`src/core/vpcc_pkg.sv`:
```
// Package of register offsets, field positions and reset values for the channel control bank.
package vpcc_pkg;
	localparam int ADDR_W = 8;
	localparam int DATA_W = 32;
	localparam logic [7:0] OFF_CHAN_ZERO = 8'h00;
	localparam logic [7:0] OFF_CHAN_ONE = 8'h04;
	localparam logic [7:0] OFF_CHAN_TWO = 8'h08;
	localparam logic [7:0] OFF_RUN_STATUS = 8'h0C;
	// Channel 0 and channel 1 share one field layout in the low bits.
	localparam int POS_ENABLE = 0;
	localparam int POS_KIND_LO = 1;
	localparam int POS_KIND_HI = 2;
	localparam int POS_SHARED = 3;
	localparam int POS_LAYOUT = 4;
	localparam int POS_FIELD = 5;
	localparam int POS_EDGE = 31;
	localparam int POS_CLIP = 14;
	localparam int POS_RUN_ZERO = 0;
	localparam int POS_RUN_ONE = 1;
	localparam int POS_RUN_RAW = 2;
	localparam logic RST_ENABLE = 1'h0;
	localparam logic [1:0] RST_KIND = 2'h0;
	localparam logic RST_SHARED = 1'h0;
	localparam logic RST_LAYOUT = 1'h0;
	localparam logic RST_FIELD = 1'h0;
	localparam logic RST_EDGE = 1'h0;
	localparam logic RST_CLIP = 1'h0;
	localparam logic [31:0] RST_RDATA = 32'h0000_0000;
	localparam logic LAYOUT_RASTER = 1'h0;
	localparam logic LAYOUT_SUBPIC = 1'h1;
	localparam logic SHARED_FORCE = 1'h1;
endpackage

```
`src/core/vpcc_channel_control.sv`:
```
// Channel control register bank of the video port with run gating and field capture.
`timescale 1ns/1ns
`default_nettype none
// Operation
// Channel one bit 4 picks luma memory layout: 0 raster, 1 sub-picture.
// Layout selection only acts for embedded-sync video formats.
// Ancillary data always uses raster order regardless of layout.
// Channel one bit 3: 0 separate Y and C streams, 1 shared stream.
// Separate streams need both channel enables before anything runs.
// Separate streams force the channel zero shared-stream bit to one.
// Shared-stream video lets each channel run on its own enable.
// Capture kind bits 2 to 1, codes 0 and 1: embedded-sync video.
// Capture kind codes 2 and 3: raw sensor capture, separate syncs.
// Software programs channel zero and one capture kinds equal in raw mode.
// Raw capture stays idle unless both channel enables are one.
// Channel one bit 0 enables channel one.
// Channel two bit 31 selects data change edge: 0 rising, 1 falling.
// Edge selection only leaves as a register signal; handled outside.
// Channel two bit 14 enables blanking region clipping.
// With channel one enabled, each interrupt pulse latches the field identity.
// Reserved channel two bits read zero and ignore writes.
module vpcc_channel_control (
	input wire logic clk,
	input wire logic rst_n,
	input wire logic [7:0] reg_addr,
	input wire logic [31:0] reg_wdata,
	input wire logic reg_write,
	input wire logic reg_read,
	output logic [31:0] reg_rdata,
	input wire logic field_pulse,
	input wire logic field_identity,
	output logic chan_zero_enable,
	output logic chan_zero_luma_chroma_shared,
	output logic [1:0] chan_zero_capture_kind,
	output logic chan_one_enable,
	output logic chan_one_luma_chroma_shared,
	output logic [1:0] chan_one_capture_kind,
	output logic chan_one_memory_layout_sel,
	output logic chan_one_anc_layout_sel,
	output logic chan_one_field_flag,
	output logic chan_zero_run,
	output logic chan_one_run,
	output logic raw_capture_run,
	output logic chan_two_edge_select,
	output logic blanking_clip_enable
);

	////////////////////////////////////////////////////////////////////////////////
	typedef struct packed {
		logic z_en;
		logic [1:0] z_kind;
		logic z_shared;
		logic o_en;
		logic [1:0] o_kind;
		logic o_shared;
		logic o_layout;
		logic o_field;
		logic t_edge;
		logic t_clip;
		logic luma_layout;
		logic z_run;
		logic o_run;
		logic raw_run;
		logic [31:0] rdata;
	} vpcc_state_t;

	vpcc_state_t state_reg;
	vpcc_state_t state_next;

	logic wr_zero;
	logic wr_one;
	logic wr_two;
	logic raw_mode;
	logic joint_mode;
	logic both_en;

	////////////////////////////////////////////////////////////////////////////////
	always_comb begin
		state_next = state_reg;
		wr_zero = 1'h0;
		wr_one = 1'h0;
		wr_two = 1'h0;
		if (reg_write) begin
			if (reg_addr == vpcc_pkg::OFF_CHAN_ZERO) begin
				wr_zero = 1'h1;
			end else if (reg_addr == vpcc_pkg::OFF_CHAN_ONE) begin
				wr_one = 1'h1;
			end else if (reg_addr == vpcc_pkg::OFF_CHAN_TWO) begin
				wr_two = 1'h1;
			end
		end

		if (wr_zero) begin
			state_next.z_en = reg_wdata[vpcc_pkg::POS_ENABLE];
			state_next.z_kind = reg_wdata[vpcc_pkg::POS_KIND_HI:vpcc_pkg::POS_KIND_LO];
			state_next.z_shared = reg_wdata[vpcc_pkg::POS_SHARED];
		end
		if (wr_one) begin
			state_next.o_en = reg_wdata[vpcc_pkg::POS_ENABLE];
			state_next.o_kind = reg_wdata[vpcc_pkg::POS_KIND_HI:vpcc_pkg::POS_KIND_LO];
			state_next.o_shared = reg_wdata[vpcc_pkg::POS_SHARED];
			state_next.o_layout = reg_wdata[vpcc_pkg::POS_LAYOUT];
		end
		// Only bits 31 and 14 are stored; every other bit of the word is dropped.
		if (wr_two) begin
			state_next.t_edge = reg_wdata[vpcc_pkg::POS_EDGE];
			state_next.t_clip = reg_wdata[vpcc_pkg::POS_CLIP];
		end

		// Applied after the write so that a channel zero write cannot undo the force.
		if (!state_next.o_shared) begin
			state_next.z_shared = vpcc_pkg::SHARED_FORCE;
		end

		// The field flag is a hardware status bit; software writes never touch it.
		if (state_reg.o_en && field_pulse) begin
			state_next.o_field = field_identity;
		end

		raw_mode = state_next.o_kind[1];
		joint_mode = raw_mode || !state_next.o_shared;
		both_en = state_next.z_en && state_next.o_en;
		// Run gates are registered so the capture paths see glitch-free levels.
		if (joint_mode) begin
			state_next.z_run = both_en;
			state_next.o_run = both_en;
		end else begin
			state_next.z_run = state_next.z_en;
			state_next.o_run = state_next.o_en;
		end
		state_next.raw_run = raw_mode && both_en;
		// Sub-picture layout is honoured only for embedded-sync video.
		state_next.luma_layout = raw_mode ? vpcc_pkg::LAYOUT_RASTER
			: state_next.o_layout;

		state_next.rdata = vpcc_pkg::RST_RDATA;
		if (reg_read) begin
			if (reg_addr == vpcc_pkg::OFF_CHAN_ZERO) begin
				state_next.rdata[vpcc_pkg::POS_ENABLE] = state_reg.z_en;
				state_next.rdata[vpcc_pkg::POS_KIND_HI:vpcc_pkg::POS_KIND_LO] = state_reg.z_kind;
				state_next.rdata[vpcc_pkg::POS_SHARED] = state_reg.z_shared;
			end else if (reg_addr == vpcc_pkg::OFF_CHAN_ONE) begin
				state_next.rdata[vpcc_pkg::POS_ENABLE] = state_reg.o_en;
				state_next.rdata[vpcc_pkg::POS_KIND_HI:vpcc_pkg::POS_KIND_LO] = state_reg.o_kind;
				state_next.rdata[vpcc_pkg::POS_SHARED] = state_reg.o_shared;
				state_next.rdata[vpcc_pkg::POS_LAYOUT] = state_reg.o_layout;
				state_next.rdata[vpcc_pkg::POS_FIELD] = state_reg.o_field;
			end else if (reg_addr == vpcc_pkg::OFF_CHAN_TWO) begin
				state_next.rdata[vpcc_pkg::POS_EDGE] = state_reg.t_edge;
				state_next.rdata[vpcc_pkg::POS_CLIP] = state_reg.t_clip;
			end else if (reg_addr == vpcc_pkg::OFF_RUN_STATUS) begin
				state_next.rdata[vpcc_pkg::POS_RUN_ZERO] = state_reg.z_run;
				state_next.rdata[vpcc_pkg::POS_RUN_ONE] = state_reg.o_run;
				state_next.rdata[vpcc_pkg::POS_RUN_RAW] = state_reg.raw_run;
			end
		end
	end

	////////////////////////////////////////////////////////////////////////////////
	always_ff @(posedge clk or negedge rst_n) begin
		if (!rst_n) begin
			state_reg.z_en <= vpcc_pkg::RST_ENABLE;
			state_reg.z_kind <= vpcc_pkg::RST_KIND;
			state_reg.z_shared <= vpcc_pkg::SHARED_FORCE;
			state_reg.o_en <= vpcc_pkg::RST_ENABLE;
			state_reg.o_kind <= vpcc_pkg::RST_KIND;
			state_reg.o_shared <= vpcc_pkg::RST_SHARED;
			state_reg.o_layout <= vpcc_pkg::RST_LAYOUT;
			state_reg.o_field <= vpcc_pkg::RST_FIELD;
			state_reg.t_edge <= vpcc_pkg::RST_EDGE;
			state_reg.t_clip <= vpcc_pkg::RST_CLIP;
			state_reg.luma_layout <= vpcc_pkg::LAYOUT_RASTER;
			state_reg.z_run <= vpcc_pkg::RST_ENABLE;
			state_reg.o_run <= vpcc_pkg::RST_ENABLE;
			state_reg.raw_run <= vpcc_pkg::RST_ENABLE;
			state_reg.rdata <= vpcc_pkg::RST_RDATA;
		end else begin
			state_reg <= state_next;
		end
	end

	////////////////////////////////////////////////////////////////////////////////
	assign reg_rdata = state_reg.rdata;
	assign chan_zero_enable = state_reg.z_en;
	assign chan_zero_luma_chroma_shared = state_reg.z_shared;
	assign chan_zero_capture_kind = state_reg.z_kind;
	assign chan_one_enable = state_reg.o_en;
	assign chan_one_luma_chroma_shared = state_reg.o_shared;
	assign chan_one_capture_kind = state_reg.o_kind;
	assign chan_one_memory_layout_sel = state_reg.luma_layout;
	// Ancillary data has no layout choice; the port exists so the store path needs no special case.
	assign chan_one_anc_layout_sel = vpcc_pkg::LAYOUT_RASTER;
	assign chan_one_field_flag = state_reg.o_field;
	assign chan_zero_run = state_reg.z_run;
	assign chan_one_run = state_reg.o_run;
	assign raw_capture_run = state_reg.raw_run;
	// Pure register level; the edge itself is chosen by logic outside the port.
	assign chan_two_edge_select = state_reg.t_edge;
	assign blanking_clip_enable = state_reg.t_clip;

	////////////////////////////////////////////////////////////////////////////////
	// The checks use literal bit numbers on purpose, so a wrong package constant still trips them.
	a_layout_gated: assert property (@(posedge clk) disable iff (!rst_n)
		chan_one_memory_layout_sel |-> (!chan_one_capture_kind[1]
		&& state_reg.o_layout))
		else $error("Sub-picture layout shown outside embedded-sync video.");

	a_layout_follows: assert property (@(posedge clk) disable iff (!rst_n)
		(!chan_one_capture_kind[1] && state_reg.o_layout) |-> chan_one_memory_layout_sel)
		else $error("Layout select does not follow the stored bit.");

	a_anc_raster: assert property (@(posedge clk) disable iff (!rst_n)
		chan_one_anc_layout_sel == vpcc_pkg::LAYOUT_RASTER)
		else $error("Ancillary data left raster order.");

	a_shared_write: assert property (@(posedge clk) disable iff (!rst_n)
		(reg_write && reg_addr == vpcc_pkg::OFF_CHAN_ONE)
		|=> chan_one_luma_chroma_shared == $past(reg_wdata[3]))
		else $error("Shared-stream bit not stored from the write.");

	a_joint_gate: assert property (@(posedge clk) disable iff (!rst_n)
		(chan_zero_run || chan_one_run) && !chan_one_luma_chroma_shared
		|-> chan_zero_enable && chan_one_enable)
		else $error("Separate streams running without both enables.");

	a_joint_run: assert property (@(posedge clk) disable iff (!rst_n)
		!chan_one_luma_chroma_shared && chan_zero_enable && chan_one_enable
		|-> chan_zero_run && chan_one_run)
		else $error("Separate streams idle with both enables set.");

	a_zero_write: assert property (@(posedge clk) disable iff (!rst_n)
		(reg_write && reg_addr == vpcc_pkg::OFF_CHAN_ZERO)
		|=> (chan_zero_enable == $past(reg_wdata[0]))
		&& (chan_zero_capture_kind == $past(reg_wdata[2:1])))
		else $error("Channel zero enable or kind not stored from the write.");

	a_force_shared: assert property (@(posedge clk) disable iff (!rst_n)
		!chan_one_luma_chroma_shared |-> chan_zero_luma_chroma_shared)
		else $error("Channel zero shared bit not forced.");

	// A cleared bit written to channel zero only survives while channel one shares its stream.
	a_zero_forced: assert property (@(posedge clk) disable iff (!rst_n)
		(reg_write && reg_addr == vpcc_pkg::OFF_CHAN_ZERO)
		|=> chan_zero_luma_chroma_shared
		== ($past(reg_wdata[3]) || !chan_one_luma_chroma_shared))
		else $error("Channel zero shared bit neither stored nor forced.");

	a_solo_run: assert property (@(posedge clk) disable iff (!rst_n)
		(chan_one_luma_chroma_shared && !chan_one_capture_kind[1])
		|-> (chan_one_run == chan_one_enable) && (chan_zero_run == chan_zero_enable))
		else $error("Shared-stream video channel not running on its own enable.");

	a_kind_write: assert property (@(posedge clk) disable iff (!rst_n)
		(reg_write && reg_addr == vpcc_pkg::OFF_CHAN_ONE)
		|=> chan_one_capture_kind == $past(reg_wdata[2:1]))
		else $error("Capture kind not stored from bits 2 to 1.");

	a_raw_idle: assert property (@(posedge clk) disable iff (!rst_n)
		chan_one_capture_kind[1] && !(chan_zero_enable && chan_one_enable)
		|-> !raw_capture_run && !chan_one_run && !chan_zero_run)
		else $error("Raw capture started with an enable clear.");

	a_raw_clear: assert property (@(posedge clk) disable iff (!rst_n)
		!chan_one_capture_kind[1] |-> !raw_capture_run)
		else $error("Raw capture running in embedded-sync video.");

	a_raw_start: assert property (@(posedge clk) disable iff (!rst_n)
		chan_one_capture_kind[1] && chan_zero_enable && chan_one_enable
		|-> raw_capture_run)
		else $error("Raw capture not running with both enables set.");

	a_enable_write: assert property (@(posedge clk) disable iff (!rst_n)
		(reg_write && reg_addr == vpcc_pkg::OFF_CHAN_ONE)
		|=> chan_one_enable == $past(reg_wdata[0]))
		else $error("Channel one enable not stored from bit 0.");

	a_one_hold: assert property (@(posedge clk) disable iff (!rst_n)
		!(reg_write && reg_addr == vpcc_pkg::OFF_CHAN_ONE)
		|=> $stable(chan_one_enable) && $stable(chan_one_capture_kind)
		&& $stable(chan_one_luma_chroma_shared))
		else $error("Channel one field changed without a write.");

	a_edge_write: assert property (@(posedge clk) disable iff (!rst_n)
		(reg_write && reg_addr == vpcc_pkg::OFF_CHAN_TWO)
		|=> chan_two_edge_select == $past(reg_wdata[31]))
		else $error("Edge select not stored from bit 31.");

	a_two_hold: assert property (@(posedge clk) disable iff (!rst_n)
		!(reg_write && reg_addr == vpcc_pkg::OFF_CHAN_TWO)
		|=> $stable(chan_two_edge_select) && $stable(blanking_clip_enable))
		else $error("Channel two field changed without a write.");

	a_clip_write: assert property (@(posedge clk) disable iff (!rst_n)
		(reg_write && reg_addr == vpcc_pkg::OFF_CHAN_TWO)
		|=> blanking_clip_enable == $past(reg_wdata[14]))
		else $error("Clip enable not stored from bit 14.");

	a_field_latch: assert property (@(posedge clk) disable iff (!rst_n)
		(chan_one_enable && field_pulse) |=> chan_one_field_flag == $past(field_identity))
		else $error("Field flag missed an interrupt pulse.");

	a_field_hold: assert property (@(posedge clk) disable iff (!rst_n)
		!(chan_one_enable && field_pulse) |=> $stable(chan_one_field_flag))
		else $error("Field flag changed without a pulse.");

	a_reserved_zero: assert property (@(posedge clk) disable iff (!rst_n)
		(reg_read && reg_addr == vpcc_pkg::OFF_CHAN_TWO)
		|=> (reg_rdata[30:15] == 16'h0000) && (reg_rdata[13:0] == 14'h0000))
		else $error("Reserved channel two bits read nonzero.");

	a_write_ignored: assert property (@(posedge clk) disable iff (!rst_n)
		reg_write && reg_addr != vpcc_pkg::OFF_CHAN_ZERO
		&& reg_addr != vpcc_pkg::OFF_CHAN_ONE && reg_addr != vpcc_pkg::OFF_CHAN_TWO
		|=> $stable(chan_zero_enable) && $stable(chan_zero_capture_kind)
		&& $stable(chan_one_enable) && $stable(chan_two_edge_select))
		else $error("Write to an unmapped address changed a field.");

	// Every read answers with the register contents as they stood at the strobe edge.
	a_read_zero: assert property (@(posedge clk) disable iff (!rst_n)
		(reg_read && reg_addr == vpcc_pkg::OFF_CHAN_ZERO)
		|=> reg_rdata == {28'h0, $past(chan_zero_luma_chroma_shared),
		$past(chan_zero_capture_kind), $past(chan_zero_enable)})
		else $error("Channel zero read back wrong.");

	a_read_one: assert property (@(posedge clk) disable iff (!rst_n)
		(reg_read && reg_addr == vpcc_pkg::OFF_CHAN_ONE)
		|=> reg_rdata == {26'h0, $past(chan_one_field_flag), $past(state_reg.o_layout),
		$past(chan_one_luma_chroma_shared), $past(chan_one_capture_kind),
		$past(chan_one_enable)})
		else $error("Channel one read back wrong.");

	a_read_two: assert property (@(posedge clk) disable iff (!rst_n)
		(reg_read && reg_addr == vpcc_pkg::OFF_CHAN_TWO)
		|=> (reg_rdata[31] == $past(chan_two_edge_select))
		&& (reg_rdata[14] == $past(blanking_clip_enable)))
		else $error("Channel two read back wrong.");

	a_read_status: assert property (@(posedge clk) disable iff (!rst_n)
		(reg_read && reg_addr == vpcc_pkg::OFF_RUN_STATUS)
		|=> reg_rdata == {29'h0, $past(raw_capture_run), $past(chan_one_run),
		$past(chan_zero_run)})
		else $error("Run status read back wrong.");

	a_read_other: assert property (@(posedge clk) disable iff (!rst_n)
		reg_read && reg_addr != vpcc_pkg::OFF_CHAN_ZERO
		&& reg_addr != vpcc_pkg::OFF_CHAN_ONE && reg_addr != vpcc_pkg::OFF_CHAN_TWO
		&& reg_addr != vpcc_pkg::OFF_RUN_STATUS
		|=> reg_rdata == 32'h0000_0000)
		else $error("Unmapped read returned data.");

	a_read_window: assert property (@(posedge clk) disable iff (!rst_n)
		!reg_read |=> reg_rdata == 32'h0000_0000)
		else $error("Read data present outside the read answer cycle.");

endmodule // vpcc_channel_control
`default_nettype wire

```
`config.mk`:
```
export PLATFORM = sky130hd
export DESIGN_NAME = vpcc_channel_control
export DESIGN_NICKNAME = d
export VERILOG_FILES = /design/src/core/vpcc_pkg.sv /design/src/core/vpcc_channel_control.sv
export SDC_FILE = /design/constraint.sdc
export NUM_CORES = 1
export LEC_CHECK = 0
export CORE_ASPECT_RATIO = 0.8
export CORE_UTILIZATION = 40
export DETAILED_ROUTE_END_ITERATION = 10
export DONT_BUFFER_PORTS = 1
export PLACE_DENSITY = 0.64
export RECOVER_POWER = 50
export SLEW_MARGIN = 20
export SYNTH_ARGS = -nofsm -noshare
export SYNTH_HDL_FRONTEND = slang
export SYNTH_SLANG_ARGS = --single-unit
```
`constraint.sdc`:
```
create_clock -name clk -period 0.9 [get_ports clk]
set_input_delay 0.18 -clock clk [delete_from_list [all_inputs] [get_ports clk]]
set_output_delay 0.18 -clock clk [all_outputs]
set_load 0.05 [all_outputs]
```
==> results of run 1 <==
## what timing repair did
action | 4_1_cts | 5_1_grt
pin swaps | 5 | 5
hold endpoints to repair | 25 | 24
hold buffers | 1 | 2
gates resized for setup | 30 | 13
buffers inserted | 12 | 2
gates cloned | 0 | 0
endpoints found under the setup margin | 40 | 47
## synthesized netlist by cell type, types with 2 or more instances
library cell,n
a21oi_1,2
a31oi_1,3
and3_1,5
buf_4,38
dfrtp_1,23
inv_1,2
mux2_2,8
mux2i_1,7
nand2_1,2
nand4_1,2
nor2_1,8
nor2b_1,4
## cell type report
| cell class | instances | area [um^2] | area share [%] |
|---|---|---|---|
| Multi-Input combinational cell | 76 | 579 | 30.4 |
| Sequential cell | 24 | 606 | 31.8 |
| Inverter | 2 | 7.51 | 0.394 |
| Timing Repair Buffer | 50 | 617 | 32.4 |
| Tap cell | 40 | 50.0 | 2.63 |
| Clock buffer | 4 | 45.0 | 2.37 |
## kinds of logic after synthesis
family / count (synthesis)
AOI/OAI and AO/OA: 6
buffers and inverters: 41
DFF: 24
muxes: 17
other: 1
and+or+nand+nor: 28
## worst paths after layout
kind	end	slack (ps)	cells after the start
setup / recovery	chan_zero_luma_chroma_shared	-250	1
hold / removal	chan_one_memory_layout_sel	40	2
setup reg to reg	reg_rdata[2]	-210	5
hold reg to reg	reg_rdata[31]	560	1
max in group asynchronous	chan_one_enable	100	2
min in group asynchronous	chan_one_field_flag	430	2
## routing by layer
layer	GRT usage (%)	vias to the layer above
met5	0	-
met4	8.33	0
met3	4.74	9
met2	30.1	41
met1	19.5	446
li1	-	417
## metrics by stage
| stage | hold slack [ps] | cells | instance area, um^2 | utilization (%) | power [mW] |
|---|---|---|---|---|---|
| final | 44.2 | 196 | 1900 | 61.3 | 2.47 |
| after floorplan | -116 | 141 | 1410 | - | 1.70 |
| after global routing | 44.6 | 196 | 1900 | 61.3 | 2.57 |
| after CTS | -412 | 192 | 1820 | 58.5 | 2.43 |
| after detailed placement | -115 | 175 | 1550 | 49.9 | 1.70 |
| after global placement | -115 | 175 | 1550 | 49.9 | 1.70 |
## report_power, final
part	internal, mW	leakage, nW	switching (mW)
combinational	0.214	0.598	0.464
clock	0.317	0.0228	0.327
sequential	1.12	0.324	0.0385
==> results.json, run 1 <==
{
  "finalSetupViolCount": 47,
  "areaGrowthSynthToFinish_pct": 45.8,
  "crit_required_ps": 720,
  "nFillCells": 230,
  "postRouteAntennaNets": 0,
  "synth.mux.area_fraction_pct": 14.5,
  "clk_pin_slew_ps": 80,
  "crit_arrival_ps": 970,
  "routed-wl-met2_um": 1520,
  "yosysWarnings": 0,
  "grt_pass1_vias": 886,
  "path_max_fanout": 2,
  "dr_wl_met3_um": 160,
  "layout_commonest_cell": "conb_1",
  "leakagePower_nw": 0.945,
  "skew_ps": 4.46,
  "dpl_worst_slack_ps": -495,
  "avgViaCountPerCell": 4.66,
  "critPathMaxStageDelay_ps": 560,
  "portBuffers": 0,
  "initial_core_util_pct": 42.0,
  "r2r_start": "chan_one_capture_kind[1]",
  "max_freq_mhz": 869,
  "synth-seq-area-share_pct": 46.1,
  "gp_congestion": 0.811,
  "die_w_um": 65.9,
  "core_area_mm2": 0.00311,
  "synthDominantCellAreaShare_pct": 44.1,
  "synth_compound_area_share_pct": 2.59,
  "grt_pass1_wl_um": 4220,
  "ys_types": 25,
  "cts_root_buffer": "clkbuf_8",
  "critPathCaptureType": "output port",
  "top_layer": "met4",
  "violations": "negative setup slack",
  "wl_um": 2850,
  "slowest_stage": "dfstp_2",
  "cts.sinks": 24,
  "dr.pass1.iters": 4,
  "synth_ff_type": "dfrtp_1",
  "h-tree-depth": 1,
  "setup.worst_path.class": "reg -> out",
  "cts_inserted_buffers": 3,
  "synth_edf_count": 0,
  "vias": 913,
  "hold_class": "in -> reg",
  "drv_slew": 0,
  "start_kind": "flop",
  "cap_violations": 0,
  "drc": 0,
  "clk_latency_ps": 270,
  "period_share_pct": 128,
  "finalHoldViolCount": 0,
  "hpwl_um": 1860,
  "largest_reg_flops": 8,
  "worst_pin_slew_ps": 511,
  "ir_drop_mv": 1.22,
  "tritoncts": "built",
  "antenna_found_initial": 0,
  "fin_setup_tns_ps": -6010,
  "synth-simple-area-share_pct": 13.8,
  "synth_top_family_by_area": "buffers and inverters",
  "die_h_um": 53.1,
  "syn_area_mm2": 0.00131,
  "outcome": "finished, violations left",
  "dieArea_mm2": 0.00350,
  "rows": 18,
  "rsz0062_at_grt": "true",
  "crit_chain": "buf_8",
  "synth.area.top_cells": "dfrtp_1, buf_4, mux2_2, mux2i_1, and3_1",
  "syn_inst": 117,
  "ys_seq_elements": 24,
  "cp-startpoint": "chan_zero_luma_chroma_shared",
  "grt-ovfl-total": 0,
  "slew_headroom_pct": 66.0,
  "layout.nets": 203,
  "track_usage_pct": 17.2,
  "cts_buffer_depth": 2,
  "diodes": 0,
  "first_iter_violations": 5,
  "syn_avg_cell_area_um2": 11.2,
  "worst_path_dominant_cell_family": "flip-flops",
  "async_flop_share_pct": 100,
  "num_io_pins": 94,
  "mostFrequentLayoutCells": "conb_1, dfrtp_1, buf_6, buf_4, buf_12",
  "wl_met1_um": 1090,
  "worstPathBufferInverterCount": 1,
  "synth_xor_xnor_area_share_pct": 0,
  "hold_start": "reg_wdata[4]",
  "yosysTopAreaCell": "dfrtp_1",
  "grt_max_degree": 25,
  "synth_fa_ha_area_share_pct": 0,
  "cellPowerDensity_mw_per_mm2": 1300,
  "finalCriticalPeriod_ps": 1150,
  "routedWlPerCell_um": 14.5,
  "drive_above_1_share_pct": 50.6,
  "worst_slack_ps": -251
}
Note: power is estimated with default switching activity, not from simulation.
==> run 2: changes to the inputs <==
--- a/config.mk
+++ b/config.mk
@@ -9,7 +9,6 @@
 export CORE_UTILIZATION = 40
 export DETAILED_ROUTE_END_ITERATION = 10
 export DONT_BUFFER_PORTS = 1
-export PLACE_DENSITY = 0.64
 export RECOVER_POWER = 50
 export SLEW_MARGIN = 20
 export SYNTH_ARGS = -nofsm -noshare
==> run 2 against run 1 <==
  * The flow still finishes with violations (negative setup slack)
  * Clock skew down 0.72 ps
  * Worst setup slack worse by 24 ps
  * Flip-flop and latch count unchanged
  * Sequential power about the same
  * Global-route usage down 0.76 points
  * Total power up 0.32%
  * Via count down 4.4%
  * Critical path depth up 3
  * Utilization up 0.89 points
  * Wire length down 1.3%
  * Combinational power up 4.0%
  * Critical path type is now in -> reg
  * Highest routed layer unchanged
==> results.json, run 2 (same netlist as run 1, synthesis figures left out) <==
{
  "leakagePower_nw": 0.981,
  "cts.sinks": 24,
  "worst_pin_slew_ps": 526,
  "gp_congestion": 0.768,
  "ir_drop_mv": 0.972,
  "fin_util_pct": 62.2,
  "antenna_found_initial": 0,
  "violations": "negative setup slack",
  "grt_pass1_vias": 862,
  "wl_um": 2810,
  "avgViaCountPerCell": 4.41,
  "critPathCaptureType": "flop",
  "finalSetupViolCount": 47,
  "period_share_pct": 131,
  "diodes": 0,
  "drive_above_1_share_pct": 49.4,
  "cts_inserted_buffers": 3,
  "vias": 873,
  "finalCriticalPeriod_ps": 1170,
  "crit_chain": "nor4_4 > nand4_4 > mux2_4 > nor3b_4",
  "routedWlPerCell_um": 14.2,
  "h-tree-depth": 1,
  "worst_slack_ps": -275,
  "tritoncts": "built",
  "cellPowerDensity_mw_per_mm2": 1280,
  "path_max_fanout": 4,
  "hold_class": "in -> reg",
  "setup.worst_path.class": "in -> reg",
  "critPathMaxStageDelay_ps": 410,
  "grt_max_degree": 25,
  "core_area_mm2": 0.00311,
  "grt-ovfl-total": 0,
  "postRouteAntennaNets": 0,
  "layout_commonest_cell": "conb_1",
  "max_freq_mhz": 851,
  "die_w_um": 65.9,
  "portBuffers": 0,
  "crit_arrival_ps": 1320,
  "num_io_pins": 94,
  "track_usage_pct": 16.5,
  "cts_buffer_depth": 2,
  "mostFrequentLayoutCells": "conb_1, dfrtp_1, buf_6, buf_4, buf_12",
  "hpwl_um": 1850,
  "start_kind": "input pin",
  "clk_pin_slew_ps": 70,
  "dpl_worst_slack_ps": -503,
  "skew_ps": 3.73,
  "first_iter_violations": 20,
  "cts_root_buffer": "clkbuf_8",
  "drv_slew": 0,
  "finalHoldViolCount": 0,
  "die_h_um": 53.1,
  "clk_latency_ps": 260,
  "layout.nets": 205,
  "fin_cells": 198,
  "rows": 18,
  "slew_headroom_pct": 64.9,
  "largest_reg_flops": 8,
  "dieArea_mm2": 0.00350,
  "outcome": "finished, violations left",
  "dp_cells": 178,
  "hold_ws_ps": 52.8,
  "areaGrowthSynthToFinish_pct": 47.9,
  "initial_core_util_pct": 42.0,
  "grt_pass1_wl_um": 4140,
  "rsz0062_at_grt": "true",
  "crit_required_ps": 1040,
  "dr.pass1.iters": 4,
  "drc": 0,
  "slowest_stage": "nor4_4",
  "cap_violations": 0
}
## run 2: metal layers
| metal | up-vias | part of all wire, % | GRT usage (%) | wire, um |
|---|---|---|---|---|
| li1 | 417 | - | - | - |
| met1 | 422 | 42 | 20.8 | 1180 |
| met2 | 30 | 51 | 27.6 | 1440 |
| met3 | 4 | 5.3 | 4.74 | 148 |
| met4 | 0 | 1.4 | 4.35 | 40 |
| met5 | - | 0 | 0 | 0 |
## run 2: layout make-up
class                      count  area (um^2)
multi-input combinational     76          577
clock buffer                   4         45.0
timing repair buffer          52          647
sequential                    24          606
fill                         236         1180
inverter                       2         7.51
tap                           40         50.0
## run 2: final timing paths
kind / startpoint / endpoint / slack (ps) / depth (start not counted)
setup reg to reg: chan_one_enable / reg_rdata[0] / -200 / 5
min in group asynchronous: rst_n / blanking_clip_enable / 440 / 2
hold reg to reg: chan_zero_capture_kind[0] / chan_zero_capture_kind[0] / 550 / 1
max in group asynchronous: rst_n / chan_one_run / 80 / 2
hold / removal: reg_wdata[3] / chan_zero_luma_chroma_shared / 50 / 2
setup / recovery: reg_addr[5] / raw_capture_run / -270 / 4
## run 2: stage by stage
| stage | power [mW] | setup TNS [ps] | area (um^2) |
|---|---|---|---|
| CTS | 2.44 | -5980 | 1840 |
| global placement | 1.70 | -6620 | 1570 |
| global route | 2.59 | -8510 | 1930 |
| detailed placement | 1.71 | -8040 | 1570 |
| finish | 2.48 | -6730 | 1930 |
| floorplan | 1.70 | -5620 | 1410 |
## run 2: where the power goes
part	leakage [nW]	switching, mW	total [mW]	internal [mW]
Clock	0.0228	0.315	0.630	0.316
Sequential	0.324	0.0330	1.15	1.12
Combinational	0.635	0.474	0.704	0.230
## run 2: critical path, delay by kind of cell
kind | cells | cell delay (ps)
AND/OR/NAND/NOR | 3 | 780
multiplexers | 1 | 350
## run 2: what timing repair did
item,in CTS,in global routing
setup buffers,11,3
endpoints found under the setup margin,41,47
hold endpoints to repair,25,24
resized for setup,32,14
hold buffers,1,2
pin swaps,6,7
cloned,0,0
==> run 3: changes to the inputs <==
--- a/config.mk
+++ b/config.mk
@@ -5,7 +5,7 @@
 export SDC_FILE = /design/constraint.sdc
 export NUM_CORES = 1
 export LEC_CHECK = 0
-export CORE_ASPECT_RATIO = 0.8
+export ABC_AREA = 1
 export CORE_UTILIZATION = 40
 export DETAILED_ROUTE_END_ITERATION = 10
 export DONT_BUFFER_PORTS = 1
==> run 3 against run 2 <==
  * The flow finishes with violations (negative hold slack, negative setup slack)
  * Register-to-register slack better by 70 ps
  * Die area up 6.6%
  * Largest power group unchanged
  * Cell count up 30%
  * Combinational power up 8.8%
  * Worst hold slack worse by 60 ps
  * Global-route usage down 1.1 points
  * Clock-buffer cell count down 1
  * Total power up 10%
==> results.json, run 3 <==
{
  "wl_um": 2970,
  "violations": "negative hold slack, negative setup slack",
  "rr_worst_depth": 7,
  "rsz0062_at_grt": "true",
  "ir_drop_mv": 0.738,
  "vias": 1107,
  "dieArea_mm2": 0.00373,
  "skew_ps": 0.539,
  "crit_required_ps": 720,
  "gr-usage-met1_pct": 17.0,
  "synth-simple-area-share_pct": 24.0,
  "synth_compound_area_share_pct": 4.93,
  "synth_common_cells": "buf_4, inv_1, dfrtp_1",
  "grt_max_degree": 25,
  "drc": 0,
  "yosysWarnings": 0,
  "grt_pass1_vias": 949,
  "syn_inst": 174,
  "slowest_stage": "dfstp_2",
  "worst_path_dominant_cell_family": "flip-flops",
  "outcome": "finished, violations left",
  "postRouteAntennaNets": 0,
  "post-synth-top-count-cell": "buf_4",
  "placed_cell_area_mm2": 0.00173,
  "met2_usage_pct": 29.5,
  "crit_arrival_ps": 1060,
  "hold_class": "in -> reg",
  "die_w_um": 61.1,
  "ys_seq_elements": 24,
  "p_seq_share_pct": 42.7,
  "dp_cells": 238,
  "power_mw": 2.73,
  "synth_top_family_by_area": "buffers and inverters",
  "met3_usage_pct": 2.73,
  "async_flop_share_pct": 100,
  "finalCriticalPeriod_ps": 1240,
  "layout.nets": 258,
  "setup.worst_path.class": "reg -> out",
  "synth-seq-area-share_pct": 43.1,
  "synthDominantCellAreaShare_pct": 41.2,
  "clkPwrFrac_pct": 29.2,
  "tritoncts": "built",
  "gp_congestion": 0.853,
  "p_sw_mw": 0.932,
  "p_int_mw": 1.80,
  "slew_headroom_pct": 62.2,
  "synth_edf_count": 0,
  "fin_cells": 257,
  "fin_util_pct": 62.5,
  "crit_cells": 1,
  "cts_root_buffer": "clkbuf_4",
  "synth_ff_type": "dfrtp_1",
  "path_max_fanout": 2,
  "num_io_pins": 94,
  "drive_above_1_share_pct": 47.9,
  "p_comb_share_pct": 28.0,
  "grt_pass1_wl_um": 4110,
  "core_area_mm2": 0.00334,
  "cellPowerDensity_mw_per_mm2": 1310,
  "design_area_mm2": 0.00208,
  "leakagePower_nw": 1.07,
  "synth_fa_ha_area_share_pct": 0,
  "switching_share_pct": 34.1,
  "cts_buffer_depth": 2,
  "areaGrowthSynthToFinish_pct": 49.3,
  "first_iter_violations": 16,
  "ys_types": 19,
  "period_share_pct": 138,
  "clk_latency_ps": 330,
  "track_usage_pct": 15.4,
  "layout_commonest_cell": "conb_1",
  "syn_avg_cell_area_um2": 8.02,
  "worst_pin_slew_ps": 567,
  "drv_slew": 0,
  "mostFrequentLayoutCells": "conb_1, inv_1",
  "cts_inserted_buffers": 3,
  "die_h_um": 61.1,
  "synth_xor_xnor_area_share_pct": 0,
  "antenna_found_initial": 0,
  "hpwl_um": 2120,
  "worst_slack_ps": -340,
  "multi_input_area_um2": 642,
  "finalSetupViolCount": 33,
  "busiest_layer": "met2",
  "crit_chain": "buf_12",
  "syn_area_mm2": 0.00140,
  "nFillCells": 263,
  "critPathMaxStageDelay_ps": 590,
  "finalHoldViolCount": 2,
  "dpl_worst_slack_ps": -197,
  "critPathCaptureType": "output port",
  "max_freq_mhz": 807,
  "worstPathBufferInverterCount": 1,
  "h-tree-depth": 1,
  "portBuffers": 0,
  "start_kind": "flop",
  "cts.sinks": 24,
  "seqCellArea_um2": 613,
  "diodes": 0,
  "cap_violations": 0,
  "avgViaCountPerCell": 4.31,
  "synth.area.top_cells": "dfrtp_1, buf_4, inv_1, nand2_1, nor2_1",
  "largest_reg_flops": 8,
  "hold_ws_ps": -7.27,
  "fin_setup_tns_ps": -5190,
  "grt-ovfl-total": 0,
  "clk_pin_slew_ps": 130,
  "initial_core_util_pct": 41.8,
  "synth.mux.area_fraction_pct": 0,
  "holdPathStages": 2,
  "yosysTopAreaCell": "dfrtp_1",
  "dr.pass1.iters": 4,
  "rows": 21,
  "routedWlPerCell_um": 11.6
}
==> run 3: cell types whose count changed in the layout (fill, tap and decap cells not counted), moves of 6 or more <==
cell | before | now
dfrtp_1 | 20 | 14
nand2_2 | 0 | 7
mux2_2 | 6 | 0
dfrtp_2 | 3 | 9
nor2_4 | 0 | 7
nand2_1 | 1 | 14
nand2_4 | 1 | 7
nand3_1 | 0 | 7
nor2_1 | 8 | 14
inv_1 | 2 | 18
inv_4 | 0 | 8
==> run 3: worst paths after layout <==
kind / from / end / slack [ps]
max: chan_zero_luma_chroma_shared / chan_zero_luma_chroma_shared / -340
max in group asynchronous: rst_n / chan_one_luma_chroma_shared / 130
min in group asynchronous: rst_n / reg_rdata[4] / 370
max reg2reg: chan_one_capture_kind[1] / chan_one_run / -130
min reg2reg: state_reg[39] / reg_rdata[4] / 530
min: reg_read / reg_rdata[4] / -7
==> run 3: area by class of cell <==
class	instances	area share, %
Clock buffer	3	1.08
Clock inverter	1	1.44
Inverter	29	6.18
Multi-Input combinational cell	108	30.8
Sequential cell	24	29.4
Tap cell	46	2.76
Timing Repair Buffer	46	28.3
==> run 3: power groups by stage <==
stage          Combinational [mW]  Clock, mW  Sequential (mW)
6_report                    0.766      0.800             1.17
2_1_floorplan               0.480          0             1.28
3_5_place_dp                0.616          0             1.19
5_1_grt                     0.809      0.855             1.17
3_3_place_gp                0.609          0             1.18
4_1_cts                     0.687      0.786             1.17
==> run 3: cell families (layout without fill, tap and decap cells) <==
| logic type | after synthesis | in the layout |
|---|---|---|
| buf+inv | 66 | 79 |
| flops | 24 | 24 |
| other cells | 1 | 25 |
| simple gates | 70 | 70 |
| compound gates | 13 | 13 |
==> run 3: what timing repair did <==
action / 4_1_cts / 5_1_grt
hold endpoints to repair: 28 / 25
endpoints found under the setup margin: 25 / 34
gates resized for setup: 21 / 32
pin swaps: 3 / 10
setup buffers: 7 / 2
hold buffers: 3 / 3
==> run 3: routing by layer <==
metal	vias up	share of wire, %
li1	538	-
met1	522	37
met2	40	56
met3	7	4.1
met4	0	2.3
met5	-	0
